[src/shared/crc_defs.svh]
/*
 * Timing counts, line positions and reset values shared by both ends of the
 * compressor remote-control link.
 * Assumes a 50 MHz system clock on both ends.
 */
`ifndef CRC_DEFS_SVH
`define CRC_DEFS_SVH

// clock rate in kHz, so a time in ms times this gives cycles
`define CRC_CLK_KHZ 50000

// times as printed, in milliseconds
`define CRC_QUAL_TIME_MS 300
`define CRC_INIT_TIME_MS 5000
// equipment pulse: comfortably longer than the qualification time
`define CRC_PULSE_TIME_MS 400

// derived cycle counts (whole ms, so no rounding is needed)
`define CRC_QUAL_CYCLES (`CRC_QUAL_TIME_MS * `CRC_CLK_KHZ)
`define CRC_INIT_CYCLES (`CRC_INIT_TIME_MS * `CRC_CLK_KHZ)
`define CRC_PULSE_CYCLES (`CRC_PULSE_TIME_MS * `CRC_CLK_KHZ)

// number of cryocooler channels
`define CRC_NUM_COOLERS 3

// positions of the six command lines in the device's qualifier vector
`define CRC_IN_START 0
`define CRC_IN_STOP 1
`define CRC_IN_RUN 2
`define CRC_IN_REQ0 3
`define CRC_NUM_INPUTS 6

// reset value of every contact output: open
`define CRC_CONTACT_RST 1'b0

`endif

[src/shared/crc_pkg.sv]
/*
 * Types shared by the compressor remote-control ends.
 * Assumes nothing of its surroundings.
 */
package crc_pkg;

  // device: power-up wait, mode selection, then one mode until power-off
  typedef enum logic [1:0] {
    dev_init = 2'b00,
    dev_select = 2'b01,
    dev_momentary = 2'b11,
    dev_alternate = 2'b10
  } dev_state_t;

  // equipment end, momentary mode pulse sequencer
  typedef enum logic [1:0] {
    eq_idle = 2'b00,
    eq_start_pulse = 2'b01,
    eq_running = 2'b11,
    eq_stop_pulse = 2'b10
  } eq_state_t;

endpackage : crc_pkg

[src/shared/crc_link_if.sv]
/*
 * Remote link between the equipment-side sequence controller and the
 * compressor: six command lines in, five contact outputs back.
 * Assumes both ends run on the same system clock; a contact reads 1 closed.
 */
interface crc_link_if;
  // commands, equipment to compressor
  logic start_pulse;
  logic stop_hold;
  logic run_level;
  logic [2:0] cooler_request;
  // contacts, compressor to equipment
  logic pump_answer;
  logic alarm_contact;
  logic [2:0] cooler_answer;

  modport device (
    input start_pulse,
    input stop_hold,
    input run_level,
    input cooler_request,
    output pump_answer,
    output alarm_contact,
    output cooler_answer
  );

  modport equipment (
    output start_pulse,
    output stop_hold,
    output run_level,
    output cooler_request,
    input pump_answer,
    input alarm_contact,
    input cooler_answer
  );
endinterface : crc_link_if

[src/hdl/compressor_remote.sv]
/*
 * Compressor end of the remote link: power-up wait, one-time operating mode
 * selection, input qualification, pump and cryocooler run control, answer
 * and alarm contacts.
 * Assumes the link inputs are synchronous to clk_sys_i and that the fault
 * and panel reset inputs come from local, already synchronous logic.
 */
//
// Functional notes
// first used compressor input fixes the mode
// mode kept until power removed
// equipment uses one mode, never both
// equipment drives only its mode's lines
// start pulse over 0.3 s latches pump on
// stop hold low over 0.3 s stops all
// equipment keeps stop hold high normally
// alternate mode: pump follows run level
// alternate cooler needs run level and request
// pump start alone starts no cryocooler
// six command inputs, five contact outputs
// no cooler answer while pump stopped
// answer follows command within 0.3 s
// ignore inputs, drive nothing during init (fault_i is still latched during init)
// alarm latched until reset after fault clears
// sub-0.3 s pulses and dropouts are ignored
`include "crc_defs.svh"

module compressor_remote #(
  parameter int unsigned QUAL_CYCLES = `CRC_QUAL_CYCLES,
  parameter int unsigned INIT_CYCLES = `CRC_INIT_CYCLES
) (
  // clock and reset
  input wire logic clk_sys_i,
  input wire logic nrst_i,
  // remote link
  crc_link_if.device link,
  // local compressor side
  input wire logic fault_i,
  input wire logic manual_reset_i,
  output logic ready_o,
  output logic momentary_mode_o,
  output logic alternate_mode_o,
  output logic pump_run_o,
  output logic [2:0] cooler_run_o
);

  ////////////////////////////////////////////////////////////////////////////
  // input qualification

  logic [`CRC_NUM_INPUTS-1:0] raw_in;
  logic [`CRC_NUM_INPUTS-1:0] qual_ff;

  assign raw_in = {link.cooler_request, link.run_level, link.stop_hold,
                   link.start_pulse};

  // a level is taken only after it differs from the qualified value for
  // QUAL_CYCLES cycles in a row; any bounce restarts the count
  genvar gi;
  generate
    for (gi = 0; gi < `CRC_NUM_INPUTS; gi++) begin : g_qual
      logic [31:0] cnt_ff;

      always_ff @(posedge clk_sys_i or negedge nrst_i) begin
        if (!nrst_i) begin
          cnt_ff <= 32'h0000_0000;
          qual_ff[gi] <= 1'b0;
        end else if (raw_in[gi] == qual_ff[gi]) begin
          cnt_ff <= 32'h0000_0000;
        end else if (cnt_ff >= QUAL_CYCLES - 1) begin
          cnt_ff <= 32'h0000_0000;
          qual_ff[gi] <= raw_in[gi];
        end else begin
          cnt_ff <= cnt_ff + 32'h0000_0001;
        end
      end
    end
  endgenerate

  logic start_q;
  logic stop_q;
  logic run_q;
  logic [2:0] req_q;

  assign start_q = qual_ff[`CRC_IN_START];
  assign stop_q = qual_ff[`CRC_IN_STOP];
  assign run_q = qual_ff[`CRC_IN_RUN];
  assign req_q = qual_ff[`CRC_IN_REQ0 +: `CRC_NUM_COOLERS];

  ////////////////////////////////////////////////////////////////////////////
  // power-up wait and mode selection

  crc_pkg::dev_state_t state_ff;
  crc_pkg::dev_state_t nxt_state;
  logic [31:0] init_cnt_ff;

  always_ff @(posedge clk_sys_i or negedge nrst_i) begin
    if (!nrst_i) begin
      init_cnt_ff <= 32'h0000_0000;
    end else if (state_ff == crc_pkg::dev_init) begin
      init_cnt_ff <= init_cnt_ff + 32'h0000_0001;
    end
  end

  always_comb begin
    nxt_state = state_ff;
    unique case (state_ff)
      crc_pkg::dev_init: begin
        if (init_cnt_ff >= INIT_CYCLES - 1) begin
          nxt_state = crc_pkg::dev_select;
        end
      end
      crc_pkg::dev_select: begin
        // start line wins a tie; a compliant controller never makes one
        if (start_q) begin
          nxt_state = crc_pkg::dev_momentary;
        end else if (run_q) begin
          nxt_state = crc_pkg::dev_alternate;
        end
      end
      // both modes are final: only a power cycle (reset) leaves them
      crc_pkg::dev_momentary: nxt_state = crc_pkg::dev_momentary;
      crc_pkg::dev_alternate: nxt_state = crc_pkg::dev_alternate;
    endcase
  end

  always_ff @(posedge clk_sys_i or negedge nrst_i) begin
    if (!nrst_i) begin
      state_ff <= crc_pkg::dev_init;
    end else begin
      state_ff <= nxt_state;
    end
  end

  ////////////////////////////////////////////////////////////////////////////
  // pump and cryocooler control

  logic pump_on_ff;
  logic nxt_pump_on;
  logic [2:0] nxt_cooler_on;

  always_comb begin
    nxt_pump_on = 1'b0;
    unique case (state_ff)
      crc_pkg::dev_init: nxt_pump_on = 1'b0;
      crc_pkg::dev_select: begin
        // the selecting start pulse also starts the pump
        nxt_pump_on = start_q && stop_q;
      end
      crc_pkg::dev_momentary: begin
        // stop wins over start: a dropped hold line always stops
        if (!stop_q) begin
          nxt_pump_on = 1'b0;
        end else if (start_q) begin
          nxt_pump_on = 1'b1;
        end else begin
          nxt_pump_on = pump_on_ff;
        end
      end
      crc_pkg::dev_alternate: nxt_pump_on = run_q;
    endcase
  end

  always_comb begin
    nxt_cooler_on = 3'h0;
    unique case (state_ff)
      crc_pkg::dev_momentary: begin
        // coolers need their own request; pump start alone runs none
        nxt_cooler_on = (nxt_pump_on ? 3'h7 : 3'h0) & req_q;
      end
      crc_pkg::dev_alternate: begin
        nxt_cooler_on = (run_q ? 3'h7 : 3'h0) & req_q;
      end
      crc_pkg::dev_init, crc_pkg::dev_select: nxt_cooler_on = 3'h0;
    endcase
  end

  always_ff @(posedge clk_sys_i or negedge nrst_i) begin
    if (!nrst_i) begin
      pump_on_ff <= 1'b0;
    end else begin
      pump_on_ff <= nxt_pump_on;
    end
  end

  ////////////////////////////////////////////////////////////////////////////
  // alarm latch

  logic alarm_ff;

  // fault sets even while the panel reset is pressed; clearing needs the
  // fault gone first
  always_ff @(posedge clk_sys_i or negedge nrst_i) begin
    if (!nrst_i) begin
      alarm_ff <= 1'b0;
    end else if (fault_i) begin
      alarm_ff <= 1'b1;
    end else if (manual_reset_i) begin
      alarm_ff <= 1'b0;
    end
  end

  ////////////////////////////////////////////////////////////////////////////
  // contact outputs

  logic pump_answer_ff;
  logic alarm_contact_ff;
  logic [2:0] cooler_answer_ff;
  logic active;

  assign active = (state_ff != crc_pkg::dev_init);

  // pump answer lags the qualified command by two cycles (three when run level selects alternate mode), cooler answers by one to three, far inside 0.3 s
  always_ff @(posedge clk_sys_i or negedge nrst_i) begin
    if (!nrst_i) begin
      pump_answer_ff <= `CRC_CONTACT_RST;
      cooler_answer_ff <= {`CRC_NUM_COOLERS{`CRC_CONTACT_RST}};
    end else begin
      pump_answer_ff <= pump_on_ff;
      cooler_answer_ff <= nxt_cooler_on & (pump_on_ff ? 3'h7 : 3'h0);
    end
  end

  always_ff @(posedge clk_sys_i or negedge nrst_i) begin
    if (!nrst_i) begin
      alarm_contact_ff <= `CRC_CONTACT_RST;
    end else begin
      alarm_contact_ff <= alarm_ff && active;
    end
  end

  assign link.pump_answer = pump_answer_ff;
  assign link.alarm_contact = alarm_contact_ff;
  assign link.cooler_answer = cooler_answer_ff;

  ////////////////////////////////////////////////////////////////////////////
  // local status

  logic ready_ff;
  logic momentary_ff;
  logic alternate_ff;

  always_ff @(posedge clk_sys_i or negedge nrst_i) begin
    if (!nrst_i) begin
      ready_ff <= 1'b0;
      momentary_ff <= 1'b0;
      alternate_ff <= 1'b0;
    end else begin
      ready_ff <= active;
      momentary_ff <= (state_ff == crc_pkg::dev_momentary);
      alternate_ff <= (state_ff == crc_pkg::dev_alternate);
    end
  end

  assign ready_o = ready_ff;
  assign momentary_mode_o = momentary_ff;
  assign alternate_mode_o = alternate_ff;
  assign pump_run_o = pump_answer_ff;
  assign cooler_run_o = cooler_answer_ff;

endmodule : compressor_remote

[src/flat_wrapper.sv]
// flat-port wrapper written by rule: the top's interface ports become plain ports
module compressor_remote_flat 
#(
  parameter int unsigned QUAL_CYCLES = `CRC_QUAL_CYCLES,
  parameter int unsigned INIT_CYCLES = `CRC_INIT_CYCLES
)
  (clk_sys_i, nrst_i, fault_i, manual_reset_i, ready_o, momentary_mode_o, alternate_mode_o, pump_run_o, cooler_run_o, link_start_pulse, link_stop_hold, link_run_level, link_cooler_request, link_pump_answer, link_alarm_contact, link_cooler_answer);
  crc_link_if link_i ();
  input wire logic clk_sys_i;
  input wire logic nrst_i;
  input wire logic fault_i;
  input wire logic manual_reset_i;
  output logic ready_o;
  output logic momentary_mode_o;
  output logic alternate_mode_o;
  output logic pump_run_o;
  output logic [2:0] cooler_run_o;
  input wire logic [$bits(link_i.start_pulse)-1:0] link_start_pulse;
  input wire logic [$bits(link_i.stop_hold)-1:0] link_stop_hold;
  input wire logic [$bits(link_i.run_level)-1:0] link_run_level;
  input wire logic [$bits(link_i.cooler_request)-1:0] link_cooler_request;
  output wire logic [$bits(link_i.pump_answer)-1:0] link_pump_answer;
  output wire logic [$bits(link_i.alarm_contact)-1:0] link_alarm_contact;
  output wire logic [$bits(link_i.cooler_answer)-1:0] link_cooler_answer;
  assign link_i.start_pulse = link_start_pulse;
  assign link_i.stop_hold = link_stop_hold;
  assign link_i.run_level = link_run_level;
  assign link_i.cooler_request = link_cooler_request;
  assign link_pump_answer = link_i.pump_answer;
  assign link_alarm_contact = link_i.alarm_contact;
  assign link_cooler_answer = link_i.cooler_answer;
  compressor_remote #(.QUAL_CYCLES(QUAL_CYCLES), .INIT_CYCLES(INIT_CYCLES)) u_core (.clk_sys_i(clk_sys_i), .nrst_i(nrst_i), .link(link_i), .fault_i(fault_i), .manual_reset_i(manual_reset_i), .ready_o(ready_o), .momentary_mode_o(momentary_mode_o), .alternate_mode_o(alternate_mode_o), .pump_run_o(pump_run_o), .cooler_run_o(cooler_run_o));
endmodule
[config.mk]
export PLATFORM = sky130hd
export DESIGN_NAME = compressor_remote_flat
export DESIGN_NICKNAME = d
export VERILOG_FILES = /design/src/shared/crc_pkg.sv /design/src/shared/crc_link_if.sv /design/src/hdl/compressor_remote.sv /design/src/flat_wrapper.sv
export VERILOG_INCLUDE_DIRS = /design/src /design/src/shared
export SDC_FILE = /design/constraint.sdc
export NUM_CORES = 1
export LEC_CHECK = 0
export ABC_AREA = 1
export BUFFER_PORTS_ARGS = -buffer_cell sky130_fd_sc_hd__buf_2
export CORE_MARGIN = 2
export CORE_UTILIZATION = 60
export CTS_CLUSTER_DIAMETER = 150
export DETAILED_ROUTE_END_ITERATION = 12
export PLACE_DENSITY = 0.76
export RECOVER_POWER = 100
export SETUP_SLACK_MARGIN = 0.1
export SYNTH_ARGS = -nofsm -noshare
export SYNTH_HDL_FRONTEND = slang
export SYNTH_SLANG_ARGS = --single-unit
[constraint.sdc]
create_clock -name clk_sys_i -period 2.4 [get_ports clk_sys_i]
set_input_delay 0.24 -clock clk_sys_i [delete_from_list [all_inputs] [get_ports clk_sys_i]]
set_output_delay 0.24 -clock clk_sys_i [all_outputs]
set_load 0.1 [all_outputs]
## Yosys cells after proc, flatten, opt, wreduce, memory -nomap -nowiden

Index checks and enable logic that the tools add are counted.
Widths: inputs -> output; s select.

- Logic and storage cells: 94
- Flip-flop bits (word level): 242
- Output and inout port bits: 12
- Bits of input ports: 10

- $add $sub $neg: 7
- Order comparisons: 7
- Equality and inequality tests: 11
- Muxes and demuxes: 25
- Bitwise logic cells: 9
- Reductions and logical operators: 13

Operators by type and width:

| operator | number |
|---|---|
| $mux 32 | 12 |
| $add 32x1->32 const B | 7 |
| $ge 32x24->1 const B | 6 |
| $ge 32x28->1 const B | 1 |
| $reduce_and 2->1 | 7 |
| $and 3x3->3 | 3 |
| $mux 3 | 3 |
| $pmux 3 s3 | 1 |
| $pmux 2 s4 | 1 |
| $eq 1x1->1 | 6 |
| $mux 2 | 3 |
| $not 1->1 | 6 |
| $eq 2x2->1 const B | 2 |
| $mux 1 | 4 |
| $pmux 1 s4 | 1 |
| $reduce_bool 2->1 | 2 |
| $ne 3x1->1 const B | 1 |
| $eq 2x1->1 const B | 1 |
| $logic_and 1x1->1 | 2 |
| $logic_not 2->1 | 1 |
| $ne 2x2->1 const B | 1 |
| $reduce_or 2->1 | 1 |

## Logic depth before layout (Yosys ltp)

Gate-level depths: netlist of run 1.

- Word-level depth: 7
- Depth in mapped cells: 11
- Gate-level depth less buffers: 11

## Worst setup path after synthesis of run 1

OpenSTA, ideal clock, no wires.

- Path kind: reg2reg
- From: register u_core.init_cnt_ff[0]
- To: register u_core.init_cnt_ff[26]
- Stages on the path, launching flop included: 10
- Buffers on the path: 0
- Clock period less this slack: 1.632 ns
- Path slack: 0.768 ns
- Required time: 2.278 ns
- Data arrival time: 1.511 ns
- Cell sequence: dfrtp_1 -> ha_1 -> nand3_1 -> nor2_4 -> nand2_2 -> nor2_4 -> nand3_2 -> nor2_2 -> nand2_1 -> xor2_1

- Word-level cells in the longest chain between the ends: 1

Ends and longest elaborated chain:

| item | RTL line | text |
|---|---|---|
| from (decl) | compressor_remote.sv:94 | `logic [31:0] init_cnt_ff;` |
| from (signal assigned) | compressor_remote.sv:100 | `init_cnt_ff <= init_cnt_ff + 32'h0000_0001;` |
| $add 32x1->32 | compressor_remote.sv:100 |  |

No other way between the ends.
A chain may end at the register's enable or synchronous reset.

## Final worst setup path of run 1

- From: register u_core.state_ff[1]
- To: register u_core.init_cnt_ff[26]

- Word-level cells in the longest chain between the ends: 1

Ends and longest elaborated chain:

| item | RTL line | text |
|---|---|---|
| from (decl) | compressor_remote.sv:92 | `crc_pkg::dev_state_t state_ff;` |
| from (signal assigned) | compressor_remote.sv:128 | `state_ff <= crc_pkg::dev_init;` |
| from (signal assigned) | compressor_remote.sv:130 | `state_ff <= nxt_state;` |
| $logic_not 2->1 | compressor_remote.sv:99 | `end else if (state_ff == crc_pkg::dev_init) begin` |

No other way between the ends.

==> qor.yml, run 1 <==
sta:
  fin_crit_sh_pct: 88.46
  max-slew-margin-rel_pct: -26.36
  grt_setup_unrepaired: "false"
  setup_violations: 0
  drv_slew: 74
  finalHoldWorstSlack_ns: 0.01844
  clock_skew_ns: 0.008237
  post-route-min-period_ns: 2.123
  achievable-frequency_mhz: 471.0
  tightest_slew_ns: 1.895
  report.final.hold_viol_count: 0
  setup_total_negative_slack_ns: 0
placement:
  routabilityCongestion: 0.8696
  io_buffer_count: 21
  dpl.cell_count: 1745
  dp_hpwl_um: 15130
die:
  die_h_um: 144.6
  core_area_um2: 19460
  top_level_ports: 22
  fp-row-count: 51
  die_outline_area_um2: 20910
  initial_core_util_pct: 60.95
  die_w_um: 144.6
clocking:
  clock_latency_ns: 0.52
  cts-hold-fix-buffers: 8
  numCtsBuffers: 26
  cts_tree: "yes"
  clkSlewWorstSetupHoldPaths_ns: 0.06
  post-cts-setup-buffers: 0
  cts.sinks: 242
  cts_root_buffer: "clkbuf_16"
  cts-htree-levels: 1
  cts-resized-gates: 0
  max-clock-path-buffers: 3
critical_path:
  setup.worst_path.start_class: "flip-flop"
  setup.worst_path.class: "flip-flop to flip-flop"
  endpoint_kind: "flip-flop"
  worst_ep_required_time_ns: 2.81
  path_cells: "nor2_1 > inv_2 > nor2_4 > nand2_2 > nor2_4 > nand3_2 > nor2_2 > nand2_1 > xor2_1"
  worstPathArrival_ns: 2.53
  crit-reg2reg-launch: "u_core.state_ff[1]"
  cpMaxStageDelayCell: "nor2_1"
  crit_start: "u_core.state_ff[1]"
  critPathMostFrequentCell: "nor2_4"
  cpPeakStageDelay_ns: 0.49
  critPathMaxFanout: 8
routing:
  routed_wirelength_um: 21960
  count_of_vias_placed_by_the_detailed_router: 9076
  viasPerCell: 5.039
  firstDrtPassIters: 6
  detail-route-antenna-nets: 0
  wl_per_cell_um: 12.19
  drc: 0
  detailedRoute.firstIterationViolations: 462
logic_synthesis:
  yosys_warnings: 0
  postSynthRegisterBits: 242
  count_of_different_cell_masters_after_synthesis: 43
  syn-cell-area_um2: 11860
  synth.avg_cell_area_um2: 8.378
  synth-edff-count: 0
  synthCells: 1416
  seq_area_frac_synth_pct: 51.05
  postSynth.asyncResetShare_pct: 100.0
  yosys_most_used_dff: "dfrtp_1"
power:
  power.share.combinational_pct: 1.8
  clockPowerShare_pct: 52.1
  power.static_leakage_nw: 5.816
  switching_power_mw: 1.710
  internal-power_mw: 7.289
  seqPwrFrac_pct: 46.1
  power.switching_fraction_pct: 19.00
  peakVddDrop_v: 0.0008229
  power.density_nw_per_um2: 669.9
min_path:
  worstHoldStart: "link_start_pulse"
  min_path_type: "input pin to flip-flop"
outcome:
  status: "finished with violations"
  violations: "max-capacitance violations, max-slew violations"
grt:
  pin_count_of_the_biggest_net_entering_global_routing: 76
  number_of_antenna_violations_at_the_first_check_in_global_routing: 0
  globalRoute.totalOverflow: 0
  grt_pass1_wl_um: 38520
  grt_pass1_vias: 8760
  gr-usage-all-layers_pct: 22.27
finish:
  insertedDiodeCount: 0
  final_net_count: 1533
  layout_cell_share_with_drive_strength_beyond_1_pct: 6.836
  num-fill-cells: 1576
  finalNonFillerCells: 1801
  syn2layout_area_growth_pct: 13.24
  multi_input_comb_area_um2: 5122
  seq_area_um2: 6056
run:
  timing.max_cap.violations: 1
==> cell usage after synthesis (4+ instances only) <==
cell | number | share of area [%]
nand2_1 | 299 | 9.5
nor2_1 | 247 | 7.8
dfrtp_1 | 242 | 51
inv_1 | 161 | 5.1
nor3_1 | 74 | 3.1
nand3_1 | 71 | 3.0
xor2_1 | 65 | 4.8
nand4_1 | 38 | 2.0
nor2_2 | 25 | 1.3
o21ai_0 | 25 | 1.1
xnor2_1 | 24 | 1.8
a21oi_1 | 22 | 0.93
nor2_4 | 19 | 1.8
nor4_1 | 14 | 0.74
a31oi_1 | 10 | 0.53
nor3b_1 | 10 | 0.63
buf_2 | 8 | 0.34
ha_1 | 7 | 0.74
nand3_2 | 6 | 0.51
nand3b_1 | 6 | 0.38
nor3_2 | 6 | 0.51
buf_4 | 4 | 0.25
==> placed cells by master (no fill, tap or decap), types with 24 or more instances in the layout <==
| cell | n |
|---|---|
| clkbuf_16 | 27 |
| conb_1 | 48 |
| dfrtp_1 | 242 |
| inv_1 | 161 |
| nand2_1 | 301 |
| nand3_1 | 73 |
| nand4_1 | 38 |
| nor2_1 | 266 |
| nor3_1 | 76 |
| o21ai_0 | 28 |
| xnor2_1 | 24 |
| xor2_1 | 65 |
==> through the flow <==
stage / area, um2 / utilization [%] / power, mW / setup slack, ns
after global routing: 13430 / 69.02 / 9.303 / 0.06628
after floorplan: 12040 / - / 4.258 / 0.7679
final: 13430 / 69.02 / 8.999 / 0.2771
after CTS: 13610 / 69.91 / 9.105 / 0.3722
after global placement: 12490 / 64.16 / 4.371 / 0.4402
after detailed placement: 12490 / 64.16 / 4.376 / 0.4081
==> cell type report <==
cell class	instances	share of cell area [%]
Clock buffer	37	5.831
Inverter	165	4.629
Clock inverter	11	1.900
Tap cell	265	2.468
Sequential cell	242	45.08
Multi-Input combinational cell	1040	38.13
Timing Repair Buffer	41	1.956
==> registers in the layout, indices dropped and copies added (netlist names) <==
signal / cells
u_core.momentary_mode_o: 1
u_core.ready_o: 1
u_core.g_qual.cnt_ff: 192
u_core.pump_on_ff: 1
u_core.init_cnt_ff: 32
u_core.stop_q: 1
u_core.cooler_run_o: 3
u_core.link.alarm_contact: 1
u_core.link.pump_answer: 1
u_core.state_ff: 2
u_core.alarm_ff: 1
u_core.alternate_mode_o: 1
u_core.start_q: 1
u_core.qual_ff: 3
u_core.run_q: 1
==> worst max-delay path: cells and delay by family, from the launching register on <==
kind	cells	cell delay, ns
AND/OR/NAND/NOR	7	1.22
flip-flops	1	0.42
XOR/XNOR	1	0.14
buffers and inverters	1	0.23
==> power groups by stage <==
| stage | registers (mW) | logic (mW) | clock network, mW |
|---|---|---|---|
| floorplan | 4.22 | 0.0421 | 0 |
| global placement | 4.22 | 0.155 | 0 |
| detailed placement | 4.22 | 0.156 | 0 |
| CTS | 4.15 | 0.168 | 4.79 |
| global route | 4.15 | 0.194 | 4.96 |
| finish | 4.15 | 0.161 | 4.69 |
==> kinds of logic after synthesis <==
logic type / share of synthesized area, %
compound gates: 2.996
xor+xnor: 6.571
fa+ha+maj: 0.7383
buf+inv: 6.223
flops: 51.05
other cells: 0.03161
simple gates: 32.39
==> per-layer routing <==
metal  global-route usage (%)  vias to the layer above  wire length, um
met5                        0                        -                0
met4                    5.979                        0              445
met3                    3.377                       33              701
met2                    36.64                      130            10350
met1                    31.15                     4267            10460
li1                         -                     4646                -
==> path summary, 6_finish.rpt <==
| kind | end | depth (start not counted) | slack [ns] |
|---|---|---|---|
| worst max-delay path | u_core.init_cnt_ff[26] | 9 | 0.28 |
| worst min-delay path | u_core.start_q | 3 | 0.02 |
| worst max register to register | u_core.init_cnt_ff[26] | 9 | 0.28 |
| worst min register to register | u_core.link.pump_answer | 0 | 0.39 |
| max in group asynchronous | u_core.g_qual[2].cnt_ff[4] | 3 | 0.45 |
| min in group asynchronous | u_core.g_qual[5].cnt_ff[5] | 2 | 0.76 |
(Power assumes the default switching activity.)
==> run 2: changes to the inputs <==
- CELL_PAD_IN_SITES_DETAIL_PLACEMENT: unset -> 1
- CELL_PAD_IN_SITES_GLOBAL_PLACEMENT: unset -> 1
- CORE_UTILIZATION: 60 -> 52
- PLACE_DENSITY: 0.76 -> 0.84
==> run 2 against run 1 <==
Net effect:
- the flow now finishes without violations
- via count increased by 6.1%
- clock skew increased by 0.0028 ns
- clock power decreased by 3%
- combinational power increased by 2%
- register-to-register slack got worse by 0.03 ns
- hold slack improved by 0.052 ns
- non-clock buffer count unchanged
- critical path type unchanged
==> qor.yml, run 2 (synthesis results as in run 1) <==
outcome:
  status: "completed"
min_path:
  whs_endpoint: "u_core.qual_ff[4]"
  min_path_type: "input pin to flip-flop"
  worstHoldStart: "link_cooler_request[1]"
  timing.hold.worst_path_depth: 3
critical_path:
  setup.worst_path.class: "flip-flop to flip-flop"
  reg2reg_slack_ns: 0.24
  worst_ep_required_time_ns: 2.83
  cpMaxStageDelayCell: "dfrtp_1"
  path_cells: "ha_1 > nand3_1 > o21ai_0 > nand2_1 > nand2_1 > nand2_1 > nand3_1 > buf_4 > nor3b_1"
  worst-r2r-cell-count: 9
  cpPeakStageDelay_ns: 0.41
  critPathMostFrequentCell: "nand2_1"
  setup.worst_path.start_class: "flip-flop"
  worstPathArrival_ns: 2.59
  critical_path.top_delay_family: "simple AND/OR/NAND/NOR gates"
  crit-reg2reg-launch: "u_core.g_qual[0].cnt_ff[0]"
  critical_path.n_buffers_inverters: 1
  endpoint_kind: "flip-flop"
  critPathMaxFanout: 17
  worstReg2RegEnd: "u_core.g_qual[0].cnt_ff[3]"
die:
  initial_core_util_pct: 52.72
  die_outline_area_um2: 24040
  top_level_ports: 22
  fp-row-count: 55
  die_w_um: 155.0
  die_h_um: 155.0
  core_area_um2: 22500
sta:
  setup_total_negative_slack_ns: 0
  clock_skew_ns: 0.01105
  drv_slew: 0
  fin_crit_sh_pct: 89.91
  grt_setup_unrepaired: "false"
  achievable-frequency_mhz: 463.4
  tightest_slew_ns: 1.245
  setup_slack_ns: 0.2422
  max-slew-margin-rel_pct: 16.99
  setup_violations: 0
  post-route-min-period_ns: 2.158
  report.final.hold_viol_count: 0
grt:
  gr-usage-all-layers_pct: 26.02
  number_of_antenna_violations_at_the_first_check_in_global_routing: 1
  grt_pass1_vias: 10610
  globalRoute.totalOverflow: 0
  grt_pass1_wl_um: 51180
  pin_count_of_the_biggest_net_entering_global_routing: 71
finish:
  layout_cell_share_with_drive_strength_beyond_1_pct: 6.753
  regMostFlops: "u_core.g_qual.cnt_ff"
  syn2layout_area_growth_pct: 12.96
  layout.cells.most_common_list: "301 x nand2_1, 269 x nor2_1, 242 x dfrtp_1"
  final_net_count: 1535
  reg_top3: "u_core.g_qual.cnt_ff (192), u_core.init_cnt_ff (32)"
  leading_cell_type_in_the_layout_fill_and_taps_excluded: "nand2_1"
  largest_register_ffs: 192
clocking:
  numCtsBuffers: 28
  cts_tree: "yes"
  cts.sinks: 242
  cts-htree-levels: 1
  clock_latency_ns: 0.55
  post-cts-setup-buffers: 0
  clkSlewWorstSetupHoldPaths_ns: 0.06
  cts_root_buffer: "clkbuf_16"
  max-clock-path-buffers: 3
placement:
  pre_cts_ws_ns: 0.3638
  dp_hpwl_um: 19640
  io_buffer_count: 21
  routabilityCongestion: 0.8419
power:
  power.density_nw_per_um2: 661.6
  power.static_leakage_nw: 5.806
  peakVddDrop_v: 0.0006699
routing:
  detailedRoute.firstIterationViolations: 377
  detail-route-antenna-nets: 0
  viasPerCell: 5.272
  firstDrtPassIters: 4
  count_of_vias_placed_by_the_detailed_router: 9627
  routed_wirelength_um: 29870
  drc: 0
  wl_per_cell_um: 16.36
run:
  timing.max_cap.violations: 0
run 2: worst max path at each step:
stage | from | end | slack [ns] | cells after the start
floorplan | u_core.init_cnt_ff[0] | u_core.init_cnt_ff[26] | 0.77 | 9
global placement | u_core.g_qual[2].cnt_ff[0] | u_core.g_qual[2].cnt_ff[3] | 0.49 | 9
CTS | u_core.g_qual[0].cnt_ff[0] | u_core.g_qual[0].cnt_ff[3] | 0.27 | 9
finish | u_core.g_qual[0].cnt_ff[0] | u_core.g_qual[0].cnt_ff[3] | 0.24 | 9
global route | u_core.g_qual[4].cnt_ff[0] | u_core.g_qual[4].cnt_ff[22] | 0.07 | 10
detailed placement | u_core.g_qual[1].cnt_ff[0] | u_core.g_qual[1].cnt_ff[22] | 0.36 | 11
run 2: what timing repair did:
item,in CTS,in global routing
endpoints found under the hold margin,70,0
hold buffers,8,0
gates resized for setup,0,1
setup endpoints to repair,0,1
run 2: where the power goes:
group / leakage, nW / switching [mW] / internal [mW]
sequential: 3.24 / 0.0222 / 4.13
clock: 0.499 / 1.73 / 2.82
combinational: 2.07 / 0.131 / 0.0343
run 2: per-layer routing:
| layer | global-route usage (%) | wire length [um] |
|---|---|---|
| met1 | 31.88 | 12810 |
| met2 | 47.15 | 15330 |
| met3 | 3.426 | 787 |
| met4 | 9.303 | 935 |
| met5 | 0 | 0 |
run 2: stage by stage:
step                      instances  hold slack, ns  power, mW  instance area [um2]  utilization (%)
after detailed placement       1765          0.2441      4.383                12520            55.66
after global placement         1765          0.2353      4.374                12520            55.66
after global routing           1826         0.06034      9.135                13400            59.55
final                          1826         0.07090      8.866                13400            59.55
after CTS                      1825         0.02285      8.957                13610            60.47
after floorplan                1463        -0.05559      4.258                12040                -
run 2: layout make-up:
| class | count | area, um2 |
|---|---|---|
| Clock inverter | 10 | 127.6 |
| Sequential cell | 242 | 6056 |
| Fill cell | 2734 | 9102 |
| Multi-Input combinational cell | 1040 | 5115 |
| Inverter | 165 | 624.3 |
| Timing Repair Buffer | 41 | 244.0 |
| Clock buffer | 42 | 874.6 |
| Antenna cell | 1 | 2.502 |
| Tap cell | 285 | 356.6 |
run 2: worst min-delay path: stages:
cell and delay [ns]:
buf_2 0.12, nand2_1 0.07, o21ai_0 0.12
